`src/ubr_pkg.sv`:
```
// What this block does
// - One receive and one transmit data line; RTS and CTS active low.
// - Flow control selects RTS/CTS handshaking or none.
// - Line rate programmable from about 1221 baud to 3.0 Mbaud.
// - Eight data bits, parity none/odd/even, one or two stop bits.
// - Baud rate equals divisor setting divided by 0.004096.
// - Divisors 39, 472 and 3775 give 9600, 115200 and 921600 baud.
// - Receive line held low past break timeout requests a full reset.
// - Device can hold its transmit line low as a wake-up break.
// - All serial outputs are high impedance while reset is held.
// - After reset the host bus connects to the device's own port.
// - Bypass command enters deep sleep one cycle later and routes host bus to spare pins 7..4 two cycles later.
// - Bypass is left only through reset.
//
// Purpose: Shared constants and types of the serial port with bypass.
// Assumes: Clock of 10 MHz.
// Notes:   Divisor scale keeps the baud generator exact at this clock.
package ubr_pkg;

  // ********************************************************************
  // Timing
  // ********************************************************************
  localparam int unsigned CLK_HZ        = 10_000_000;
  localparam int unsigned CLK_PERIOD_NS = 100;
  localparam int unsigned BRK_UNIT_NS   = 1_000_000;
  localparam int unsigned BRK_UNIT_CYC  = BRK_UNIT_NS / CLK_PERIOD_NS;
  // Modulus of the baud accumulator: clock rate times 0.004096 seconds.
  localparam logic [15:0] NCO_MOD       = 16'((CLK_HZ / 1000) * 4096 / 1000);

  // ********************************************************************
  // Divisor settings
  // ********************************************************************
  // common divisors
  localparam logic [15:0] DIV_9600      = 16'h0027;
  localparam logic [15:0] DIV_115200    = 16'h01d8;
  localparam logic [15:0] DIV_921600    = 16'h0ebf;
  localparam logic [15:0] DIV_MIN       = 16'h0005;
  localparam logic [15:0] DIV_MAX       = 16'h3000;
  localparam logic [15:0] DIV_RESET     = DIV_115200;
  localparam int unsigned DATA_BITS     = 8;

  // ********************************************************************
  // Types
  // ********************************************************************
  typedef enum logic [1:0] {
    PAR_NONE = 2'b00,
    PAR_ODD  = 2'b01,
    PAR_EVEN = 2'b10
  } ubr_parity_t;

  typedef enum logic [2:0] {
    FR_IDLE  = 3'b000,
    FR_START = 3'b001,
    FR_DATA  = 3'b010,
    FR_PAR   = 3'b011,
    FR_STOP  = 3'b100
  } ubr_frame_t;

endpackage

```
`src/ubr_rx_if.sv`:
```
// Purpose: Carries settings and received characters between top and receiver.
// Assumes: One clock domain.
// Notes:   The line level is already synchronised.
`timescale 1ns/1ps
interface ubr_rx_if;
  import ubr_pkg::*;
  logic [15:0] divisor;
  ubr_parity_t parity;
  logic        rxd;
  logic [7:0]  data;
  logic        valid;
  logic        par_err;
  logic        frm_err;
  modport top (output divisor, parity, rxd,
               input  data, valid, par_err, frm_err);
  modport rx  (input  divisor, parity, rxd,
               output data, valid, par_err, frm_err);
endinterface

```
`src/ubr_rx.sv`:
```
// Purpose: Receiver; samples each bit at its middle.
// Assumes: Divisor already clamped to the supported range.
// Notes:   Only the first stop bit is checked.
`timescale 1ns/1ps
module ubr_rx (
  input  wire logic clk_i,
  input  wire logic arst_n_i,
  ubr_rx_if.rx      rif
);
  import ubr_pkg::*;

  typedef struct packed {
    ubr_frame_t  st;
    logic [15:0] acc;
    logic [2:0]  bitn;
    logic [7:0]  shreg;
    logic [7:0]  data;
    logic        valid;
    logic        par_err;
    logic        frm_err;
  } ubr_rx_st_t;

  ubr_rx_st_t s;
  ubr_rx_st_t n;
  logic [15:0] sum;
  logic        tick;

  // ********************************************************************
  // Next state
  // ********************************************************************
  always_comb begin
    n = s;
    n.valid = 1'b0;
    sum = s.acc + rif.divisor;
    tick = (sum >= NCO_MOD);
    n.acc = tick ? sum - NCO_MOD : sum;
    unique case (s.st)
      FR_IDLE: begin
        if (!rif.rxd) begin
          n.st = FR_START;
          n.acc = NCO_MOD >> 1;
        end
      end
      FR_START: begin
        if (tick) begin
          n.st = rif.rxd ? FR_IDLE : FR_DATA;
          n.bitn = 3'h0;
        end
      end
      FR_DATA: begin
        if (tick) begin
          n.shreg = {rif.rxd, s.shreg[7:1]};
          n.bitn = s.bitn + 3'h1;
          if (s.bitn == 3'(DATA_BITS - 1)) begin
            n.st = (rif.parity == PAR_NONE) ? FR_STOP : FR_PAR;
          end
        end
      end
      FR_PAR: begin
        if (tick) begin
          n.st = FR_STOP;
          n.par_err = (^s.shreg) ^ rif.rxd ^ (rif.parity == PAR_ODD);
        end
      end
      FR_STOP: begin
        if (tick) begin
          n.st = FR_IDLE;
          n.frm_err = ~rif.rxd;
          n.data = s.shreg;
          n.valid = 1'b1;
          if (rif.parity == PAR_NONE) begin
            n.par_err = 1'b0;
          end
        end
      end
      default: n.st = FR_IDLE;
    endcase
  end

  always_ff @(posedge clk_i or negedge arst_n_i) begin
    if (!arst_n_i) begin
      s <= '{st: FR_IDLE, default: '0};
    end else begin
      s <= n;
    end
  end

  assign rif.data    = s.data;
  assign rif.valid   = s.valid;
  assign rif.par_err = s.par_err;
  assign rif.frm_err = s.frm_err;

  // ********************************************************************
  // Checks
  // ********************************************************************
  AST_RX_NO_PAR_ERR: assert property (
    @(posedge clk_i) disable iff (!arst_n_i)
    s.valid && rif.parity == PAR_NONE |-> !s.par_err)
    else $error("parity error flagged with parity off");

  AST_RX_START_GLITCH: assert property (
    @(posedge clk_i) disable iff (!arst_n_i)
    s.st == FR_START && tick && rif.rxd |=> s.st == FR_IDLE)
    else $error("high start sample did not abort the frame");

endmodule

```
`src/ubr_top.sv`:
```
// Purpose: Serial port with break reset request, break send and bypass.
// Assumes: Pin inputs are asynchronous; pin drivers resolve the enables.
// Notes:   break_reset_o must be fed back as a full reset of the device.
`timescale 1ns/1ps
module ubr_top #(
  parameter int unsigned BRK_UNIT_CYCLES = ubr_pkg::BRK_UNIT_CYC
) (
  input  wire logic                 clk_i,
  input  wire logic                 arst_n_i,
  input  wire logic                 rxd_i,
  output logic                      txd_o,
  output logic                      txd_oe_o,
  input  wire logic                 cts_n_i,
  output logic                      rts_n_o,
  output logic                      rts_n_oe_o,
  input  wire logic [3:0]           pio_i,
  output logic      [3:0]           pio_o,
  output logic      [3:0]           pio_oe_o,
  input  wire logic [15:0]          baud_divisor_setting_i,
  input  wire ubr_pkg::ubr_parity_t parity_i,
  input  wire logic                 two_stop_i,
  input  wire logic                 flow_ctrl_en_i,
  input  wire logic [15:0]          break_reset_timeout_setting_i,
  input  wire logic                 send_break_i,
  input  wire logic                 bypass_control_command_i,
  input  wire logic [7:0]           tx_data_i,
  input  wire logic                 tx_valid_i,
  output logic                      tx_ready_o,
  input  wire logic                 rx_room_i,
  output logic      [7:0]           rx_data_o,
  output logic                      rx_valid_o,
  output logic                      rx_par_err_o,
  output logic                      rx_frm_err_o,
  output logic                      break_reset_o,
  output logic                      deep_sleep_o
);
  import ubr_pkg::*;

  typedef struct packed {
    ubr_frame_t  st;
    logic [15:0] acc;
    logic [2:0]  bitn;
    logic [7:0]  shreg;
    logic        par;
    logic        has_par;
    logic        stop2;
    logic        txd;
    logic        txd_oe;
    logic        rts_n;
    logic        rts_oe;
    logic [3:0]  pio;
    logic [3:0]  pio_oe;
    logic        bypass;
    logic [15:0] unit_cyc;
    logic [15:0] brk_units;
    logic        brk_fired;
    logic        brk_rst;
  } ubr_top_st_t;

  ubr_top_st_t s;
  ubr_top_st_t n;
  logic [3:0]  pin_in;
  logic [3:0]  sync_a;
  logic [3:0]  sync_b;
  logic        rxd_s;
  logic        cts_n_s;
  logic [15:0] div_eff;
  logic [15:0] sum;
  logic        tick;
  logic        tx_fire;

  ubr_rx_if rif ();

  // ********************************************************************
  // Pin synchronisers: receive, clear-to-send, pins 5 and 7
  // ********************************************************************
  assign pin_in = {pio_i[3], pio_i[1], cts_n_i, rxd_i};

  for (genvar i = 0; i < 4; i++) begin : g_sync
    always_ff @(posedge clk_i or negedge arst_n_i) begin
      if (!arst_n_i) begin
        sync_a[i] <= 1'b1;
        sync_b[i] <= 1'b1;
      end else begin
        sync_a[i] <= pin_in[i];
        sync_b[i] <= sync_a[i];
      end
    end
  end

  assign rxd_s   = sync_b[0];
  assign cts_n_s = sync_b[1];

  // ********************************************************************
  // Rate and receiver
  // ********************************************************************
  // clamp to range
  always_comb begin
    if (baud_divisor_setting_i < DIV_MIN) begin
      div_eff = DIV_MIN;
    end else if (baud_divisor_setting_i > DIV_MAX) begin
      div_eff = DIV_MAX;
    end else begin
      div_eff = baud_divisor_setting_i;
    end
  end

  assign rif.divisor = div_eff;
  assign rif.parity  = parity_i;
  assign rif.rxd     = s.bypass | rxd_s;

  ubr_rx u_rx (
    .clk_i    (clk_i),
    .arst_n_i (arst_n_i),
    .rif      (rif)
  );

  assign tx_ready_o = (s.st == FR_IDLE) && !s.bypass && !send_break_i &&
                      (!flow_ctrl_en_i || !cts_n_s);
  assign tx_fire = tx_valid_i && tx_ready_o;

  // ********************************************************************
  // Next state
  // ********************************************************************
  always_comb begin
    n = s;
    n.brk_rst = 1'b0;
    n.txd_oe = 1'b1;
    n.rts_oe = 1'b1;
    n.rts_n = flow_ctrl_en_i ? !rx_room_i : 1'b0;
    sum = s.acc + div_eff;
    tick = (sum >= NCO_MOD);
    n.acc = tick ? sum - NCO_MOD : sum;

    if (s.bypass) begin
      n.st = FR_IDLE;
      n.txd = sync_b[2];
      n.rts_n = sync_b[3];
      n.pio = {1'b0, cts_n_s, 1'b0, rxd_s};
      n.pio_oe = 4'b0101;
    end else begin
      unique case (s.st)
        FR_IDLE: begin
          n.txd = !send_break_i;
          if (tx_fire) begin
            n.st = FR_START;
            n.txd = 1'b0;
            n.acc = 16'h0000;
            n.bitn = 3'h0;
            n.shreg = tx_data_i;
            n.par = (^tx_data_i) ^ (parity_i == PAR_ODD);
            n.has_par = (parity_i != PAR_NONE);
            n.stop2 = two_stop_i;
          end
        end
        FR_START: begin
          if (tick) begin
            n.st = FR_DATA;
            n.txd = s.shreg[0];
          end
        end
        FR_DATA: begin
          if (tick) begin
            n.shreg = s.shreg >> 1;
            n.bitn = s.bitn + 3'h1;
            n.txd = s.shreg[1];
            if (s.bitn == 3'(DATA_BITS - 1)) begin
              n.st = s.has_par ? FR_PAR : FR_STOP;
              n.txd = s.has_par ? s.par : 1'b1;
            end
          end
        end
        FR_PAR: begin
          if (tick) begin
            n.st = FR_STOP;
            n.txd = 1'b1;
          end
        end
        FR_STOP: begin
          if (tick) begin
            if (s.stop2) begin
              n.stop2 = 1'b0;
            end else begin
              n.st = FR_IDLE;
            end
          end
        end
        default: n.st = FR_IDLE;
      endcase
      if (bypass_control_command_i) begin
        n.bypass = 1'b1;
      end
    end

    if (rxd_s) begin
      n.unit_cyc = 16'h0000;
      n.brk_units = 16'h0000;
      n.brk_fired = 1'b0;
    end else begin
      n.unit_cyc = s.unit_cyc + 16'h0001;
      if (s.unit_cyc == 16'(BRK_UNIT_CYCLES - 1)) begin
        n.unit_cyc = 16'h0000;
        if (s.brk_units != 16'hffff) begin
          n.brk_units = s.brk_units + 16'h0001;
        end
      end
      if (s.brk_units > break_reset_timeout_setting_i && !s.brk_fired) begin
        n.brk_rst = 1'b1;
        n.brk_fired = 1'b1;
      end
    end
  end

  always_ff @(posedge clk_i or negedge arst_n_i) begin
    if (!arst_n_i) begin
      s <= '{st: FR_IDLE, txd: 1'b1, rts_n: 1'b1, default: '0};
    end else begin
      s <= n;
    end
  end

  assign txd_o         = s.txd;
  assign txd_oe_o      = s.txd_oe;
  assign rts_n_o       = s.rts_n;
  assign rts_n_oe_o    = s.rts_oe;
  assign pio_o         = s.pio;
  assign pio_oe_o      = s.pio_oe;
  assign break_reset_o = s.brk_rst;
  assign deep_sleep_o  = s.bypass;
  assign rx_data_o     = rif.data;
  assign rx_valid_o    = rif.valid;
  assign rx_par_err_o  = rif.par_err;
  assign rx_frm_err_o  = rif.frm_err;

  // ********************************************************************
  // Checks
  // ********************************************************************
  AST_TX_START_LOW: assert property (
    @(posedge clk_i) disable iff (!arst_n_i)
    tx_fire |=> !txd_o && s.st == FR_START)
    else $error("accepted character did not begin with a low start bit");

  AST_CTS_BLOCKS: assert property (
    @(posedge clk_i) disable iff (!arst_n_i)
    flow_ctrl_en_i && cts_n_s |-> !tx_ready_o)
    else $error("transmit accepted while clear-to-send negated");

  AST_OE_AFTER_RESET: assert property (
    @(posedge clk_i) disable iff (!arst_n_i)
    !txd_oe_o |-> ##2 txd_oe_o && rts_n_oe_o)
    else $error("serial outputs not driven after reset release");

  AST_BYPASS_STICKY: assert property (
    @(posedge clk_i) disable iff (!arst_n_i)
    deep_sleep_o |=> deep_sleep_o && !tx_ready_o)
    else $error("bypass left without reset");

  AST_BYPASS_ROUTE: assert property (
    @(posedge clk_i) disable iff (!arst_n_i)
    deep_sleep_o && $past(deep_sleep_o) |=>
      txd_o == $past(sync_b[2], 1) && pio_o[0] == $past(rxd_s, 1))
    else $error("bypass routing wrong");

  AST_BREAK_SEND: assert property (
    @(posedge clk_i) disable iff (!arst_n_i)
    s.st == FR_IDLE && !s.bypass && send_break_i |=> !txd_o)
    else $error("break not sent on transmit line");

  AST_BREAK_RESET_PULSE: assert property (
    @(posedge clk_i) disable iff (!arst_n_i)
    break_reset_o |-> $past(!rxd_s) ##1 !break_reset_o)
    else $error("break reset not a single pulse on a low line");

  AST_STOP_HIGH: assert property (
    @(posedge clk_i) disable iff (!arst_n_i)
    s.st == FR_STOP && !s.bypass |-> txd_o)
    else $error("stop bit not high");

endmodule

```
`config.mk`:
```
export PLATFORM = sky130hd
export DESIGN_NAME = ubr_top
export DESIGN_NICKNAME = d
export VERILOG_FILES = /design/src/ubr_pkg.sv /design/src/ubr_rx_if.sv /design/src/ubr_rx.sv /design/src/ubr_top.sv
export SDC_FILE = /design/constraint.sdc
export NUM_CORES = 1
export LEC_CHECK = 0
export BUFFER_PORTS_ARGS = -buffer_cell sky130_fd_sc_hd__buf_2
export CORE_UTILIZATION = 40
export DETAILED_ROUTE_END_ITERATION = 8
export GPL_TIMING_DRIVEN = 0
export PLACE_DENSITY_LB_ADDON = 0.12
export SLEW_MARGIN = 20
export SYNTH_ARGS = -nofsm -noshare
export SYNTH_HDL_FRONTEND = slang
export SYNTH_SLANG_ARGS = --single-unit
```
`constraint.sdc`:
```
create_clock -name clk_i -period 8.72 [get_ports clk_i]
set_input_delay 1.308 -clock clk_i [delete_from_list [all_inputs] [get_ports clk_i]]
set_output_delay 1.308 -clock clk_i [all_outputs]
set_load 0.005 [all_outputs]
```
# --- Yosys cells after proc, flatten, opt, wreduce, memory -nomap -nowiden ---
# Index checks and enable logic that the tools add are counted.
classes:
  add_sub_neg: 8
  magnitude_cmp: 5
  eq_ne: 30
  n_mux: 54
  n_bitwise: 6
  n_reduce_logical: 37
ops:
  columns: ["operator", "n"]
  rows:
  - ["$mux W16", 7]
  - ["$mux W3", 15]
  - ["$mux W34", 1]
  - ["$mux W33", 1]
  - ["$add A16 B1 Y16 const B", 2]
  - ["$add A16 B16 Y16", 2]
  - ["$ge A16 B16 Y1 const B", 2]
  - ["$mux W32", 1]
  - ["$sub A16 B16 Y16 const B", 2]
  - ["$mux W30", 1]
  - ["$pmux W3 S5", 2]
  - ["$mux W11", 2]
  - ["$pmux W11 S2", 1]
  - ["$ne A3 B3 Y1 const B", 7]
  - ["$mux W19", 1]
  - ["$eq A16 B14 Y1 const B", 1]
  - ["$gt A16 B14 Y1 const B", 1]
  - ["$gt A16 B16 Y1", 1]
  - ["$lt A16 B3 Y1 const B", 1]
  - ["$ne A16 B16 Y1 const B", 1]
  - ["$reduce_and A4 Y1", 4]
  - ["$reduce_bool A2 Y1", 8]
  - ["$reduce_xor A8 Y1", 2]
  - ["$mux W1", 15]
  - ["other kinds (24)", 59]
word_totals:
  reg_bits: 123
  input_bits: 56
  out_inout_bits: 26
  word_cells: 173

# --- Logic depth before layout (Yosys ltp) ---
depth:
  word_depth: 9
  ltp_mapped: 17

# --- Hierarchy ---
# From an unflattened synthesis, not the netlist that was laid out.
hier_totals:
  hier_cells: 781
  area_unflattened_um2: 7698.6
modules_own_cells:
  columns: ["module", "n_inst", "cells_each", "area_per_inst_um2"]
  rows:
  - ["ubr_top", 1, 543, 5153.7]
  - ["ubr_rx", 1, 238, 2544.9]

# --- Worst setup path before layout ---
# No wires, ideal clock.
synth_timing:
  kind: "in2reg"
  start: "input port baud_divisor_setting_i[6]"
  end: "register s[57] (netlist name)"
  setup_time_ns: 0.126
  t_arrival_ns: 5.324
  slack_ns: 3.270
  path_stages: 16
  n_path_buf: 1
  cell_sequence: "buf_6 or4_4 nor4_4 a22oi_1 nor3_1 ha_1 nand4_1 a22oi_1 a311oi_2 a2111oi_4 a311o_2 a311oi_4 xnor2_4 o21ai_2 or2_1 a311o_1"
synth_via:
  elab_chain_cells: 7
  elab_cells_between_ends: 8
  classes_between: "add/sub (1); order compare (3); eq/ne (1); mux (2); reduce/logical (1)"
synth_lines:
  columns: ["element", "line_no", "source"]
  rows:
  - ["start: declaration", "ubr_top.sv:19", "input wire logic [15:0] baud_divisor_setting_i,"]
  - ["$gt A16 B14 Y1", "ubr_top.sv:101", "end else if (baud_divisor_setting_i > DIV_MAX) begin"]
  - ["$mux W16", "ubr_top.sv:101", null]
  - ["$mux W16 *", "ubr_top.sv:99", "if (baud_divisor_setting_i < DIV_MIN) begin"]
  - ["$add A16 B16 Y16 *", "ubr_top.sv:131", "sum = s.acc + div_eff;"]
  - ["$ge A16 B16 Y1 *", "ubr_top.sv:132", "tick = (sum >= NCO_MOD);"]
  - ["$ne A2 B2 Y1 (no source line) *", null, null]
  - ["$reduce_and A4 Y1 (no source line) *", null, null]
  - ["end signal: assignment", "ubr_top.sv:218", "s <= n;"]
  - ["end: declaration", "ubr_top.sv:60", "ubr_top_st_t s;"]
# Every way passes the cells marked *; elsewhere a longest branch is shown, timed or not.
# A chain may end at the register's enable or synchronous reset.

# --- Worst setup path in the final report ---
layout_timing:
  start: "input port baud_divisor_setting_i[10]"
  end: "register s[57] (netlist name)"
# The elaborated chain is that of the path after synthesis.

==> impl_results.md <==
* Storage cell area at 3090 sq um
* Num CTS Buffers at 17
* Post-synthesis cell area at 7890 sq um
* Area delta synth->final at 17.5%
* Vias in the first global route at 6100
* Largest net degree at the start of global routing at 86
* Drt first pass iters at 5
* Number of synthesized register bits at 123
* Final Cell Area at 9270 sq um
* Pre-CTS setup slack at 2520 ps
* Top FF cell, synth: dfrtp_1
* Fmax at 0.171 GHz
* Detail Placement HPWL at 12.9 mm
* Critical Path Start Type: input port
* Top post-synthesis cells by count: dfrtp_1 (113), nor2_1 (85), nand2_1 (70), xnor2_1 (47), a21oi_1 (43)
* Layout cells sized above 1 at 19.3%
* Via/cell ratio at 5.20
* Worst-Margin Slew at approximately 940 ps
* Endpoints failing hold at 0
* Core Footprint at 19400 sq um
* Num rows at 51
* Final ANT Viol Nets at 0
* Syn_area_per_cell at 9.22 sq um
* Top post-synthesis cells by area: dfrtp_1 (36%), ha_1 (6.7%), xnor2_1 (5.2%)
* Final GP Congestion at roughly 0.85
* Final worst-path cycle share at 66.9%
* Most frequent cell after synthesis: dfrtp_1
* CTS Hold Bufs at 0
* R2R Path Start: u_rx.s[29]
* Initial Utilization at roughly 41%
* Multi-input gate area at between 4000 and 5000 sq um
* Yosys cell types at 83
* # IOs at 82
* Status: completed
* Yosys warns at 0
* Setup_tns at 0 ps
* Period minus WS final at 5830 ps
* CTS tree: yes
* Max-cap viol count at 0
* Worst setup path start: baud_divisor_setting_i[10]
* Drt wl/cell at 14.4 um
* Crit Path Class: in -> reg
* Slew headroom at 36.8%
* FILL cells at 1954
* Hold WC Path Type: reg -> reg
* End-of-flow core utilization at 47.8%
* Leading area contributor after synthesis: dfrtp_1
* Resized cells post-CTS at 0
* Post-CTS Setup Inserts at 0
* Leak at between 4 and 5 nW
* Critical Path End Type: register
* Later-pin clock latency in the skew report at 420 ps
* H-tree depth at 4
* Worst path required time at 9020 ps
* Initial antenna violation count at 0
* Cells after Synth at 856
* Post-layout nets at 1052
* 1st-iter DRT viols at 322
* Gr usage total at 18.6%
* Pwr dens at around 260 nW/um^2
* Number of clock sinks at 123
* Peak supply drop at 0.150 mV
* Final Setup Violations at 0
* RSZ-0062 raised after global routing: no
* Post-synth top area share at about 36%
* GRT overflow at 0
* Worst-case clock buffer depth at 2
* CP max FO at 9
* First-pass GRT wire length at between 20 and 30 mm
* Die W at 142 um
* Crit path DAT at ~6100 ps
* Root Buffer: clkbuf_16
* Clk slew on worst S/H paths at 60 ps
* Worst hold start: sync_a[0]
* Placed inst area at 8650 sq um
* Asr flop ratio synth at 100%
* Post-synth EDFFs at 0
* Final Max Slew Viols at 0
* Via count at 6406
* Residual DRC at 0
* Overall power at 2.42 mW
* Die Area at 20300 sq um
* Diodes inserted at 0
* Setup ws final at 2890 ps
* Total Wirelength at 17.7 mm
* IO Port Bufs at 72
* Die H at 142 um
* Post-synthesis sequential area ratio at 39.2%
* Final Skew at 9.91 ps
==> final cells by class <==
type | instances | area share, %
Timing Repair Buffer | 74 | 4.34
Sequential cell | 123 | 33.3
Buffer | 59 | 3.28
Tap cell | 265 | 3.58
Clock inverter | 14 | 1.98
Inverter | 38 | 1.54
Multi-Input combinational cell | 641 | 47.2
Clock buffer | 18 | 4.74
==> layout by cell type (no fill, tap or decap), types with 5 or more instances in the layout <==
master     Yosys  final
o31ai_1        6      6
a21o_1         6      6
and3_1        13     13
or3_1         12     12
a2bb2oi_1      8      8
dfstp_2       10     10
nor2_1        85     85
nor2b_1       11     11
nand3_1       29     29
maj3_1         7      7
mux2_2        19     19
xnor2_1       47     47
clkbuf_1      32     32
conb_1         2      7
o211ai_1       9      9
buf_2          5     77
o21a_1        10     10
dfrtp_1      113    113
a21oi_1       43     43
ha_1          42     42
o22ai_1        5      5
xor2_1        27     27
o21ai_0       38     38
nor3_1        11     11
o21ai_1        8      8
nand2b_1      11     11
clkbuf_16      0     17
and2_1        13     13
buf_4         18     18
inv_1         37     37
a31oi_1        8      8
nand4_1       11     11
nand2_1       70     70
==> critical path, stage by stage <==
cell and delay (ps):
buf_2 110, or4_4 540, nor4_4 520, a22oi_1 130, nor3_1 410, ha_1 400
nand4_1 130, a22oi_1 80, a311oi_2 440, a2111oi_4 150, a311o_2 500, a311oi_4 390
xnor2_4 200, o21ai_2 180, or2_1 280, a311o_1 350
==> power breakdown <==
part,switching [mW],internal (mW)
clock,0.285,0.464
sequential,0.0619,0.682
combinational,0.538,0.394
total,0.884,1.54
==> cell families after synthesis <==
kind of cell,Yosys count,synth area share [%]
DFF,123,39.2
adders and majority gates,49,7.55
AOI/OAI and AO/OA,201,18.1
buffers and inverters,97,5.66
muxes,19,2.71
and+or+nand+nor,289,17.9
xor gates and xnor gates,76,8.77
other,2,0.0952
==> metal layers <==
| metal | vias up | global-route usage (%) | wire (um) |
|---|---|---|---|
| met1 | 3068 | 25.1 | 8650 |
| met4 | 0 | 4.70 | 160 |
| met2 | 99 | 30.0 | 8170 |
| met3 | 15 | 4.48 | 710 |
| li1 | 3224 | - | - |
| met5 | - | 0 | 0 |
==> sequential cells by signal, summed over array words and instances (netlist names), 2 cells and up <==
signal and flops:
u_rx.rif.data 8, u_rx.s 30, sync_a 4, sync_b 2
s 66, pio_o 2
==> through the flow <==
step                      cells  hold WS (ps)
after detailed placement   1200           347
final                      1232           355
after global placement     1198           346
after floorplan             861           345
after global routing       1232           363
after CTS                  1232           356
==> worst paths after layout <==
check | depth (start not counted) | end | slack (ps)
max in group asynchronous | 2 | sync_a[0] | 7230
min | 0 | rxd_s | 350
max reg2reg | 12 | u_rx.rif.data[5] | 5050
min in group asynchronous | 1 | u_rx.s[31] | 760
min reg2reg | 0 | rxd_s | 350
max | 16 | s[57] | 2890
Note: power is estimated with default switching activity, not from simulation.
